<file path="src/hdl/ccse_params.svh">
`ifndef CCSE_PARAMS_SVH
`define CCSE_PARAMS_SVH

// Opcode fields of the two executed instructions.
`define CCSE_COMP_OPC       6'h07
`define CCSE_CPSEQ_OPC      7'h31
`define CCSE_DEST_BIT       9
`define CCSE_BANK_BIT       8

// Access bank split and the extended-mode indexed window (f <= 95).
`define CCSE_ACCESS_SPLIT   8'h60
`define CCSE_INDEXED_MAX    8'h5f
`define CCSE_ACCESS_HI_BANK 4'hf

// Quarter cycles per instruction cycle.
`define CCSE_QUARTERS       3'h4

// Register offsets (byte addresses).
`define CCSE_REG_CTRL       4'h0
`define CCSE_REG_BANK       4'h4
`define CCSE_REG_ACC        4'h8
`define CCSE_REG_STATUS     4'hc
`define CCSE_ADDR_BITS      4

// Field positions.
`define CCSE_CTRL_EXT       0
`define CCSE_ST_ZERO        0
`define CCSE_ST_NEG         1
`define CCSE_ST_SKIP        2
`define CCSE_ST_BADOP       3
`define CCSE_ST_BUSY        4
`define CCSE_IDX_LSB        8

// Reset values.
`define CCSE_RST_ACC        8'h00
`define CCSE_RST_BANK       4'h0
`define CCSE_RST_INDEX      12'h000

// AXI responses.
`define CCSE_RESP_OKAY      2'h0
`define CCSE_RESP_SLVERR    2'h2

`endif

</file>
<file path="src/hdl/ccse_pkg.sv">
`include "ccse_params.svh"

package ccse_pkg;

  // Gray codes along decode, read, process, write.
  typedef enum logic [2:0] {
    CCSE_IDLE = 3'h0,
    CCSE_DEC  = 3'h1,
    CCSE_RD   = 3'h3,
    CCSE_PROC = 3'h2,
    CCSE_WR   = 3'h6,
    CCSE_NOP  = 3'h7
  } ccse_state_t;

  typedef enum logic [1:0] {
    CCSE_OP_NONE  = 2'h0,
    CCSE_OP_COMP  = 2'h1,
    CCSE_OP_CPSEQ = 2'h2
  } ccse_op_t;

  function automatic ccse_op_t ccse_decode(input logic [15:0] word);
    if (word[15:10] == `CCSE_COMP_OPC) begin
      return CCSE_OP_COMP;
    end else if (word[15:9] == `CCSE_CPSEQ_OPC) begin
      return CCSE_OP_CPSEQ;
    end
    return CCSE_OP_NONE;
  endfunction : ccse_decode

  function automatic logic [11:0] ccse_data_addr(
    input logic        bankBit,
    input logic [7:0]  fileAddr,
    input logic [3:0]  bankSel,
    input logic        extEnable,
    input logic [11:0] indexBase
  );
    if (bankBit) begin
      return {bankSel, fileAddr};
    end else if (extEnable && fileAddr <= `CCSE_INDEXED_MAX) begin
      return indexBase + {4'h0, fileAddr};
    end else if (fileAddr < `CCSE_ACCESS_SPLIT) begin
      return {4'h0, fileAddr};
    end
    return {`CCSE_ACCESS_HI_BANK, fileAddr};
  endfunction : ccse_data_addr

endpackage : ccse_pkg

</file>
<file path="src/hdl/ccse_alu_if.sv">
interface ccse_alu_if;
  ccse_pkg::ccse_op_t op;
  logic [7:0]         operand;
  logic [7:0]         acc;
  logic [7:0]         result;
  logic               equal;
  logic               neg;
  logic               zero;

  modport core (output op, operand, acc, input result, equal, neg, zero);
  modport alu  (input op, operand, acc, output result, equal, neg, zero);
endinterface : ccse_alu_if

</file>
<file path="src/hdl/ccse_alu.sv">
module ccse_alu (
  ccse_alu_if.alu bus
);

  logic [7:0] diff;

  // Equality only means something for the compare; it drives the skip.
  always_comb begin
    diff       = bus.operand - bus.acc;
    bus.equal  = (bus.op == ccse_pkg::CCSE_OP_CPSEQ) &&
                 (diff == 8'h00); // RL6
    bus.result = ~bus.operand; // RL1
    bus.neg    = bus.result[7];
    bus.zero   = (bus.result == 8'h00);
  end

endmodule : ccse_alu

</file>
<file path="src/hdl/ccse_exec.sv">
// Overview of operation
// RL1: Decode complement opcode 000111da plus address; produce the inverted byte.
// RL2: Complement destination bit zero writes accumulator, one writes memory byte.
// RL3: Cleared bank bit addresses the access bank, not the bank select register.
// RL4: Set bank bit forms the address from bank select register and file address.
// RL5: Extended set, bank bit zero, address up to 95 uses indexed offset.
// RL6: Decode compare opcode 0110001a; unsigned subtract against accumulator, no store.
// RL7: On equality discard the fetched instruction and run one no-operation cycle.
// RL8: Skipping a two-word instruction inserts two no-operation cycles, three total.
// RL9: Complement updates negative and zero flags; compare leaves flags alone.
// RL10: Complement is one word, one cycle: decode, read, compute, write quarters.
//
// Local design decisions: the register offsets and the AXI4-Lite slave port.
`include "ccse_params.svh"

module ccse_exec (
  input  wire logic        ref_clk,
  input  wire logic        rstn,
  input  wire logic [15:0] instrWord,
  input  wire logic        instrValid,
  output logic             instrReady,
  input  wire logic        nextTwoWord,
  output logic             flushNext,
  output logic             instrDone,
  output logic [11:0]      memAddr,
  output logic             memRdEn,
  input  wire logic [7:0]  memRdData,
  output logic             memWrEn,
  output logic [7:0]       memWrData,
  input  wire logic [3:0]  s_axi_awaddr,
  input  wire logic        s_axi_awvalid,
  output logic             s_axi_awready,
  input  wire logic [31:0] s_axi_wdata,
  input  wire logic [3:0]  s_axi_wstrb,
  input  wire logic        s_axi_wvalid,
  output logic             s_axi_wready,
  output logic [1:0]       s_axi_bresp,
  output logic             s_axi_bvalid,
  input  wire logic        s_axi_bready,
  input  wire logic [3:0]  s_axi_araddr,
  input  wire logic        s_axi_arvalid,
  output logic             s_axi_arready,
  output logic [31:0]      s_axi_rdata,
  output logic [1:0]       s_axi_rresp,
  output logic             s_axi_rvalid,
  input  wire logic        s_axi_rready
);

  ccse_pkg::ccse_state_t state;
  ccse_pkg::ccse_op_t    op;
  logic [15:0]           instr;
  logic [7:0]            operand;
  logic [7:0]            acc;
  logic [3:0]            bankSel;
  logic [11:0]           indexBase;
  logic                  extEnable;
  logic                  zeroFlag;
  logic                  negFlag;
  logic                  lastSkip;
  logic                  badOp;
  logic [2:0]            quarter;
  logic [1:0]            nopCycles;
  logic                  awHeld;
  logic                  wHeld;
  logic [3:0]            awAddr;
  logic [31:0]           wData;
  logic [3:0]            wStrb;
  logic                  swWrite;
  logic                  accWrite;
  logic                  flagWrite;

  ccse_alu_if aluBus ();

  ccse_alu u_alu (
    .bus (aluBus)
  );

  assign aluBus.op      = op;
  assign aluBus.operand = operand;
  assign aluBus.acc     = acc;

  assign instrReady = (state == ccse_pkg::CCSE_IDLE);

  // Instruction sequencing, one quarter cycle per clock.
  always_ff @(posedge ref_clk) begin
    if (!rstn) begin
      state     <= ccse_pkg::CCSE_IDLE;
      op        <= ccse_pkg::CCSE_OP_NONE;
      instr     <= 16'h0000;
      quarter   <= 3'h0;
      nopCycles <= 2'h0;
    end else begin
      unique case (state)
        ccse_pkg::CCSE_IDLE: begin
          if (instrValid) begin
            instr <= instrWord;
            op    <= ccse_pkg::ccse_decode(instrWord); // RL1 RL6
            if (ccse_pkg::ccse_decode(instrWord) !=
                ccse_pkg::CCSE_OP_NONE) begin
              state <= ccse_pkg::CCSE_DEC;
            end
          end
        end
        ccse_pkg::CCSE_DEC:  state <= ccse_pkg::CCSE_RD; // RL10
        ccse_pkg::CCSE_RD:   state <= ccse_pkg::CCSE_PROC;
        ccse_pkg::CCSE_PROC: state <= ccse_pkg::CCSE_WR;
        ccse_pkg::CCSE_WR: begin
          if (op == ccse_pkg::CCSE_OP_CPSEQ && aluBus.equal) begin
            state     <= ccse_pkg::CCSE_NOP; // RL7
            nopCycles <= nextTwoWord ? 2'h2 : 2'h1; // RL8
            quarter   <= 3'h1;
          end else begin
            state <= ccse_pkg::CCSE_IDLE;
          end
        end
        ccse_pkg::CCSE_NOP: begin
          if (quarter == `CCSE_QUARTERS) begin
            quarter <= 3'h1;
            if (nopCycles == 2'h1) begin
              state <= ccse_pkg::CCSE_IDLE;
            end
            nopCycles <= nopCycles - 2'h1;
          end else begin
            quarter <= quarter + 3'h1;
          end
        end
        default: state <= ccse_pkg::CCSE_IDLE;
      endcase
    end
  end

  // Data memory read and write-back.
  always_ff @(posedge ref_clk) begin
    if (!rstn) begin
      memAddr   <= 12'h000;
      memRdEn   <= 1'b0;
      memWrEn   <= 1'b0;
      memWrData <= 8'h00;
      operand   <= 8'h00;
    end else begin
      memRdEn <= (state == ccse_pkg::CCSE_DEC);
      memWrEn <= 1'b0;
      if (state == ccse_pkg::CCSE_DEC) begin
        memAddr <= ccse_pkg::ccse_data_addr(instr[`CCSE_BANK_BIT],
                     instr[7:0], bankSel, extEnable, indexBase); // RL3 RL4 RL5
      end
      if (state == ccse_pkg::CCSE_PROC) begin
        operand <= memRdData;
      end
      if (state == ccse_pkg::CCSE_WR && op == ccse_pkg::CCSE_OP_COMP &&
          instr[`CCSE_DEST_BIT]) begin
        memWrEn   <= 1'b1; // RL2
        memWrData <= aluBus.result;
      end
    end
  end

  // Pipeline strobes: the flush tells fetch to drop the prefetched word.
  always_ff @(posedge ref_clk) begin
    if (!rstn) begin
      flushNext <= 1'b0;
      instrDone <= 1'b0;
    end else begin
      flushNext <= state == ccse_pkg::CCSE_WR &&
                   op == ccse_pkg::CCSE_OP_CPSEQ && aluBus.equal; // RL7
      instrDone <= (state == ccse_pkg::CCSE_WR &&
                    !(op == ccse_pkg::CCSE_OP_CPSEQ && aluBus.equal)) ||
                   (state == ccse_pkg::CCSE_NOP &&
                    quarter == `CCSE_QUARTERS && nopCycles == 2'h1);
    end
  end

  assign swWrite  = awHeld && wHeld && !s_axi_bvalid;
  assign flagWrite = state == ccse_pkg::CCSE_WR &&
                     op == ccse_pkg::CCSE_OP_COMP;
  assign accWrite  = flagWrite && !instr[`CCSE_DEST_BIT];

  // Accumulator and flags; the core's own update beats a software write,
  // but only for what the core really changes, so a memory-destined
  // complement does not swallow a software write to the accumulator.
  always_ff @(posedge ref_clk) begin
    if (!rstn) begin
      acc      <= `CCSE_RST_ACC;
      zeroFlag <= 1'b0;
      negFlag  <= 1'b0;
    end else begin
      if (accWrite) begin
        acc <= aluBus.result; // RL2
      end else if (swWrite && wStrb[0] && awAddr == `CCSE_REG_ACC) begin
        acc <= wData[7:0];
      end
      if (flagWrite) begin
        zeroFlag <= aluBus.zero; // RL9
        negFlag  <= aluBus.neg; // RL9
      end else if (swWrite && wStrb[0] && awAddr == `CCSE_REG_STATUS) begin
        zeroFlag <= wData[`CCSE_ST_ZERO];
        negFlag  <= wData[`CCSE_ST_NEG];
      end
    end
  end

  // Outcome bits: lastSkip follows each compare; badOp is sticky, and hardware setting wins over a clear.
  always_ff @(posedge ref_clk) begin
    if (!rstn) begin
      lastSkip <= 1'b0;
      badOp    <= 1'b0;
    end else begin
      if (state == ccse_pkg::CCSE_WR && op == ccse_pkg::CCSE_OP_CPSEQ) begin
        lastSkip <= aluBus.equal;
      end
      if (instrReady && instrValid &&
          ccse_pkg::ccse_decode(instrWord) == ccse_pkg::CCSE_OP_NONE) begin
        badOp <= 1'b1;
      end else if (swWrite && wStrb[0] && awAddr == `CCSE_REG_STATUS &&
                   wData[`CCSE_ST_BADOP]) begin
        badOp <= 1'b0;
      end
    end
  end

  // Control registers written by software.
  always_ff @(posedge ref_clk) begin
    if (!rstn) begin
      extEnable <= 1'b0;
      indexBase <= `CCSE_RST_INDEX;
      bankSel   <= `CCSE_RST_BANK;
    end else if (swWrite) begin
      if (awAddr == `CCSE_REG_CTRL) begin
        if (wStrb[0]) begin
          extEnable <= wData[`CCSE_CTRL_EXT];
        end
        if (wStrb[1]) begin
          indexBase[7:0] <= wData[`CCSE_IDX_LSB +: 8];
        end
        if (wStrb[2]) begin
          indexBase[11:8] <= wData[`CCSE_IDX_LSB + 8 +: 4];
        end
      end
      if (awAddr == `CCSE_REG_BANK && wStrb[0]) begin
        bankSel <= wData[3:0];
      end
    end
  end

  // AXI4-Lite write channel: address and data are taken in either order.
  assign s_axi_awready = !awHeld;
  assign s_axi_wready  = !wHeld;

  always_ff @(posedge ref_clk) begin
    if (!rstn) begin
      awHeld       <= 1'b0;
      wHeld        <= 1'b0;
      awAddr       <= 4'h0;
      wData        <= 32'h0000_0000;
      wStrb        <= 4'h0;
      s_axi_bvalid <= 1'b0;
      s_axi_bresp  <= `CCSE_RESP_OKAY;
    end else begin
      if (s_axi_awvalid && !awHeld) begin
        awHeld <= 1'b1;
        awAddr <= s_axi_awaddr;
      end
      if (s_axi_wvalid && !wHeld) begin
        wHeld <= 1'b1;
        wData <= s_axi_wdata;
        wStrb <= s_axi_wstrb;
      end
      if (swWrite) begin
        s_axi_bvalid <= 1'b1;
        s_axi_bresp  <= (awAddr[1:0] == 2'h0) ? `CCSE_RESP_OKAY
                                              : `CCSE_RESP_SLVERR;
      end else if (s_axi_bvalid && s_axi_bready) begin
        s_axi_bvalid <= 1'b0;
        awHeld       <= 1'b0;
        wHeld        <= 1'b0;
      end
    end
  end

  // AXI4-Lite read channel; one read at a time.
  assign s_axi_arready = !s_axi_rvalid;

  always_ff @(posedge ref_clk) begin
    if (!rstn) begin
      s_axi_rvalid <= 1'b0;
      s_axi_rdata  <= 32'h0000_0000;
      s_axi_rresp  <= `CCSE_RESP_OKAY;
    end else if (s_axi_arvalid && !s_axi_rvalid) begin
      s_axi_rvalid <= 1'b1;
      s_axi_rresp  <= `CCSE_RESP_OKAY;
      s_axi_rdata  <= 32'h0000_0000;
      unique case (s_axi_araddr)
        `CCSE_REG_CTRL:   s_axi_rdata <= {12'h000, indexBase, 7'h00, extEnable};
        `CCSE_REG_BANK:   s_axi_rdata <= {28'h0000000, bankSel};
        `CCSE_REG_ACC:    s_axi_rdata <= {24'h000000, acc};
        `CCSE_REG_STATUS: s_axi_rdata <= {27'h0000000, !instrReady, badOp,
                                          lastSkip, negFlag, zeroFlag};
        default:          s_axi_rresp <= `CCSE_RESP_SLVERR;
      endcase
    end else if (s_axi_rready) begin
      s_axi_rvalid <= 1'b0;
    end
  end

endmodule : ccse_exec

</file>
<file path="config.mk">
export PLATFORM = sky130hd
export DESIGN_NAME = ccse_exec
export DESIGN_NICKNAME = d
export VERILOG_FILES = /design/src/hdl/ccse_pkg.sv /design/src/hdl/ccse_alu_if.sv /design/src/hdl/ccse_alu.sv /design/src/hdl/ccse_exec.sv
export VERILOG_INCLUDE_DIRS = /design/src /design/src/hdl
export SDC_FILE = /design/constraint.sdc
export NUM_CORES = 1
export LEC_CHECK = 0
export BUFFER_PORTS_ARGS = -buffer_cell sky130_fd_sc_hd__clkbuf_2
export CORE_MARGIN = 3
export CORE_UTILIZATION = 40
export DETAILED_ROUTE_END_ITERATION = 8
export SETUP_SLACK_MARGIN = 0.3
export SLEW_MARGIN = 20
export SYNTH_ARGS = -nofsm -noshare
export SYNTH_HDL_FRONTEND = slang
export SYNTH_SLANG_ARGS = --single-unit
</file>
<file path="constraint.sdc">
create_clock -name ref_clk -period 2.42 [get_ports ref_clk]
set_input_delay 0.121 -clock ref_clk [delete_from_list [all_inputs] [get_ports ref_clk]]
set_output_delay 0.121 -clock ref_clk [all_outputs]
set_load 0.01 [all_outputs]
</file>
-- Word-level counts from Yosys, hierarchy flattened
Cells that the tools add are included.
- divide/modulo/power cells: 0
- eq/ne operators: 22
- mux-type cells: 58
- shift-type cells: 0
- reductions and logical operators: 55
- $mul: 0
- add/sub/neg operators: 4
- magnitude comparators: 2
- bitwise operators: 1
- operator list (kind ; number):
    case mux 20 bit (4 select lines) ; 1
    two-way mux 12 bit ; 4
    two-way mux 1 bit ; 28
    two-way mux 2 bit ; 13
    logical AND 1 bit ; 24
    two-way mux 3 bit ; 7
    case mux 3 bit (6 select lines) ; 1
    equality test 4 bit, second input constant ; 4
    zero test 8 bit ; 2
    two-way mux 8 bit ; 2
    nonzero test 2 bit ; 7
    adder 12 x 8 -> 12 bit ; 1
    AND reduction 3 bit ; 4
    equality test 3 bit, second input constant ; 3
    equality test 4 x 3 -> 1 bit, second input constant ; 2
    less-or-equal comparator 8 x 7 -> 1 bit, second input constant ; 1
    zero test 4 bit ; 2
    < comparator 8 x 7 -> 1 bit, second input constant ; 1
    inequality test 2 bit, second input constant ; 4
    NOT 8 bit ; 1
    subtractor 8 bit ; 1
    equality test 7 x 6 -> 1 bit, second input constant ; 1
    zero test 1 bit ; 7
    equality test 3 x 2 -> 1 bit, second input constant ; 2
    15 further kinds ; 19
- input bits: 77
- ROM bits: 0
- output and inout bits: 66
- memories kept: 0
- bits in latches: 0
- RAM bits: 0
- register bits after elaboration: 148

-- Logic depth before layout (Yosys ltp)
- depth in word-level cells: 14
- depth in mapped cells: 9

-- Modules after synthesis
Synthesis repeated with hierarchy kept, for this count alone.
- cell total of the unflattened synthesis: 767
- area total of the unflattened synthesis: 6249.7 sq um
- by module, submodules not included (module ; cells each ; area each (sq um) ; instances):
    ccse_exec ; 710 ; 5849.4 ; 1
    ccse_alu ; 57 ; 400.4 ; 1

-- Worst setup path after synthesis
Ideal clock, no wire load.
- path kind: register -> register
- start: register acc[4]
- end: register nopCycles[0]
- arrival: 2228 ps
- buffers on the path: 0
- data required time: 2286 ps
- library setup time: 134 ps
- cell stages (with the launch flop): 9
- setup slack: 58 ps
- cell sequence: dfxtp_1 > inv_1 > ha_1 > a211o_1 > a2111oi_4 > o211ai_2 > or4_4 > nand2_1 > a211oi_1
- longest elaborated chain between the ends: 6
- ends and longest elaborated chain (item ; line ; RTL):
    from (decl) ; ccse_exec.sv:53 ; logic [7:0] acc;
    from (signal assigned) ; ccse_exec.sv:183 ; acc <= `CCSE_RST_ACC;
    from (signal assigned) ; ccse_exec.sv:188 ; acc <= aluBus.result;
    from (signal assigned) ; ccse_exec.sv:190 ; acc <= wData[7:0];
    subtractor 8 bit ; ccse_alu.sv:9 ; diff = bus.operand - bus.acc;
    zero test 8 bit ; ccse_alu.sv:11 ; (diff == 8'h00);
    logical AND 1 bit ; ccse_alu.sv:10 ; bus.equal = (bus.op == ccse_pkg::CCSE_OP_CPSEQ) &&
    logical AND 1 bit ; ccse_exec.sv:108 ; if (op == ccse_pkg::CCSE_OP_CPSEQ && aluBus.equal) begin
    inequality test 2 bit (no line) ; -- ;
    AND reduction 3 bit (no line) ; -- ;
    to (signal assigned) ; ccse_exec.sv:110 ; nopCycles <= nextTwoWord ? 2'h2 : 2'h1;
    to (signal assigned) ; ccse_exec.sv:122 ; nopCycles <= nopCycles - 2'h1;
    to (decl) ; ccse_exec.sv:62 ; logic [1:0] nopCycles;
Every way passes these cells.
A chain may end at the register's enable or synchronous reset.

-- Worst setup path in the final report
- start: register acc[2]
- end: register quarter[2]
- longest elaborated chain between the ends: 6
- ends and longest elaborated chain (item ; line ; RTL):
    subtractor 8 bit ; ccse_alu.sv:9 ;
    zero test 8 bit ; ccse_alu.sv:11 ;
    logical AND 1 bit ; ccse_alu.sv:10 ;
    logical AND 1 bit ; ccse_exec.sv:108 ;
    inequality test 2 bit (no line) ; -- ;
    AND reduction 2 bit (no line) ; -- ;
    to (signal assigned) ; ccse_exec.sv:124 ; quarter <= quarter + 3'h1;
    to (decl) ; ccse_exec.sv:61 ; logic [2:0] quarter;
Every way passes these cells.

==> impl_metrics.env <==
export IMPL_synth_distinct_cells=61
export IMPL_yosysWarningCount=0
export IMPL_slew_headroom=0.512
export IMPL_status="completed"
export IMPL_synth_area_leaders="dfxtp_1 (44%), nand2_1 (7.9%), a21oi_1 (6.6%), nor2_1 (4.6%), ha_1 (3.7%)"
export IMPL_num_vias=5722
export IMPL_rows=44
export IMPL_slowest_stage="or4_4"
export IMPL_leakage_nw=3.38
export IMPL_yosysSeqAreaShare=0.443
export IMPL_gr_usage_all_layers=0.200
export IMPL_die_area_um2=16700
export IMPL_synth_edf_count=0
export IMPL_required_ns=2.71
export IMPL_synth_commonest_cells="dfxtp_1 (134), nand2_1 (128), a21oi_1 (80)"
export IMPL_firstDrtPassIters=5
export IMPL_hold_viol=0
export IMPL_peakVddDrop_uv=559
export IMPL_postLayoutCoreUtil=0.564
export IMPL_dp_hpwl_um=11400
export IMPL_num_io_pins=143
export IMPL_grt_setup_unrepaired="yes"
export IMPL_cts_buffer_depth=2
export IMPL_filler_cell_count=1319
export IMPL_clkSinkCount=134
export IMPL_die_w_um=129
export IMPL_antenna_found_initial=0
export IMPL_clkTransAtPathRegs_ns=0.06
export IMPL_cts_tree="built"
export IMPL_grt_pass1_wl_um=26900
export IMPL_final_layout_size_suffix_gt1_frac=0.260
export IMPL_synth_area_um2=6060
export IMPL_cts_root_buf="clkbuf_16"
export IMPL_routed_wl_um=16600
export IMPL_path_buf_inv=1
export IMPL_ys_async_sr_fraction=0
export IMPL_slew_viol_final=0
export IMPL_final_min_clock_period_ns=2.25
export IMPL_coreArea_um2=14700
export IMPL_worst_pin_slew_ns=0.731
export IMPL_gr_total_overflow=0
export IMPL_initial_core_util=0.412
export IMPL_routabilityCongestion=0.872
export IMPL_period_share=0.928
export IMPL_synth_top_area_frac=0.443
export IMPL_area_delta_synth_final_pct=36.8
export IMPL_avgSynthCellArea_um2=8.30
export IMPL_fp_dieH_um=129
export IMPL_finalSetupTns_ns=0
export IMPL_crit_chain="inv_4 -> ha_4 -> o21a_1 -> o31a_1 -> o22ai_2 -> xnor2_2 -> or4_4 -> nand2_4 -> a211oi_2"
export IMPL_hold_path_class="input port to register"
export IMPL_vias_per_cell=5.18
export IMPL_wire_per_inst_um=15.0
export IMPL_cpLargestDelayFamily="simple AND/OR/NAND/NOR gates"
export IMPL_start_kind="register"
export IMPL_clk_latency_ns=0.41
export IMPL_worstPathArrival_ns=2.54
export IMPL_drc=0
export IMPL_clock_skew_final_ns=0.00739
export IMPL_synthCells=730
export IMPL_grt_pass1_vias=5471
export IMPL_cts_buffers=17
export IMPL_path_max_fanout=5
export IMPL_synth_ff_type="dfxtp_1"
export IMPL_synth_top_area_cell="dfxtp_1"
export IMPL_nets=1003
export IMPL_grt_max_degree=69
export IMPL_drt_iter0_drc=341
export IMPL_cp_end_kind="register"
export IMPL_ant_nets=0
export IMPL_port_buffers=115
export IMPL_powerDensity_nw_per_um2=647
export IMPL_max_freq_mhz=445
export IMPL_max_cap_violations=0
export IMPL_synth_most_common_cell="dfxtp_1"
export IMPL_worstSetupPathType="register to register"
export IMPL_setup_violations=0
export IMPL_cts_max_level=4
export IMPL_synth_seq_cells=134
export IMPL_slowest_delay_ns=0.58
## per-layer routing
layer | wire length, um | up-vias | GRT usage
met3 | 790 | 22 | 0.0437
met2 | 7730 | 171 | 0.321
met1 | 7820 | 2653 | 0.266
met5 | 0 | - | 0
met4 | 246 | 0 | 0.0747
li1 | - | 2876 | -
## worst reg2reg max path, stage by stage, from the launching register on
cell,delay (ns)
dfxtp_2,0.34
inv_4,0.05
ha_4,0.27
o21a_1,0.12
o31a_1,0.29
o22ai_2,0.13
xnor2_2,0.19
or4_4,0.58
nand2_4,0.09
a211oi_2,0.06
## cell type report
cell class | count | area (um^2) | share of cell area
Tap cell | 184 | 230 | 0.0278
Sequential cell | 134 | 2700 | 0.326
Inverter | 20 | 78.8 | 0.00951
Timing Repair Buffer | 200 | 1370 | 0.165
Antenna cell | 1 | 2.50 | 0.000302
Multi-Input combinational cell | 534 | 3290 | 0.398
Clock inverter | 13 | 170 | 0.0205
Clock buffer | 19 | 443 | 0.0535
## metrics by stage
step	worst slack, ns	power [mW]	instance area (um^2)	cells	hold WS (ns)
finish	0.175	5.36	8290	1105	0.0412
global route	0.0932	5.54	8280	1104	0.0354
CTS	0.233	5.39	8200	1099	0.0149
detailed placement	0.119	2.66	6870	1007	0.313
global placement	0.171	2.65	6870	1007	0.311
floorplan	0.303	2.54	6160	743	0.220
## worst paths after layout
| kind | from | endpoint | slack [ns] | cells after the start |
|---|---|---|---|---|
| hold reg to reg | wData[16] | wData[16] | 0.46 | 2 |
| hold / removal | instrWord[14] | aluBus.op[0] | 0.04 | 4 |
| setup / recovery | acc[2] | quarter[2] | 0.17 | 9 |
| setup reg to reg | acc[2] | quarter[2] | 0.17 | 9 |
## power by group
part / internal, mW / leakage, nW / switching, mW
Sequential: 2.25 / 1.09 / 0.0485
Combinational: 0.180 / 2.00 / 0.207
Clock: 1.66 / 0.291 / 1.01
## layout by cell type, fill, tap and decap left out, drive strengths merged, types with 6 or more instances in the layout
cell type and count:
a211oi 16, a21oi 81, a22oi 19, buf 34, clkbuf 134, conb 14
dfxtp 134, dlygate4sd3 51, ha 18, inv 23, mux2i 16, nand2 128
nand3 24, nor2 75, nor2b 12, nor3 16, o211ai 7, o21a 6
o21ai 20, xnor2 12
## timing repair
action	4_1_cts	5_1_grt
buffers inserted	9	5
hold buffers	51	0
gates resized for setup	35	13
pin swaps	8	11
endpoints found under the setup margin	14	16
cloned	0	0
hold endpoints to repair	49	0
## registers in the layout (all words and copies together) (netlist names), 4 cells and up
signal,cells
s_axi_rdata,20
wData,20
indexBase,12
memAddr,12
instr,10
acc,8
aluBus.operand,8
memWrData,8
awAddr,4
bankSel,4
## cells by family (layout without fill, tap and decap cells)
family,count (synthesis),after routing,share of synthesized area
simple gates,285,285,0.210
other cells,1,15,0.000619
buf+inv,75,252,0.0558
flops,134,134,0.443
compound gates,183,183,0.196
fa+ha+maj,19,19,0.0405
xor+xnor,14,14,0.0202
mux,19,19,0.0339
Power figures use the tool's default switching activity.
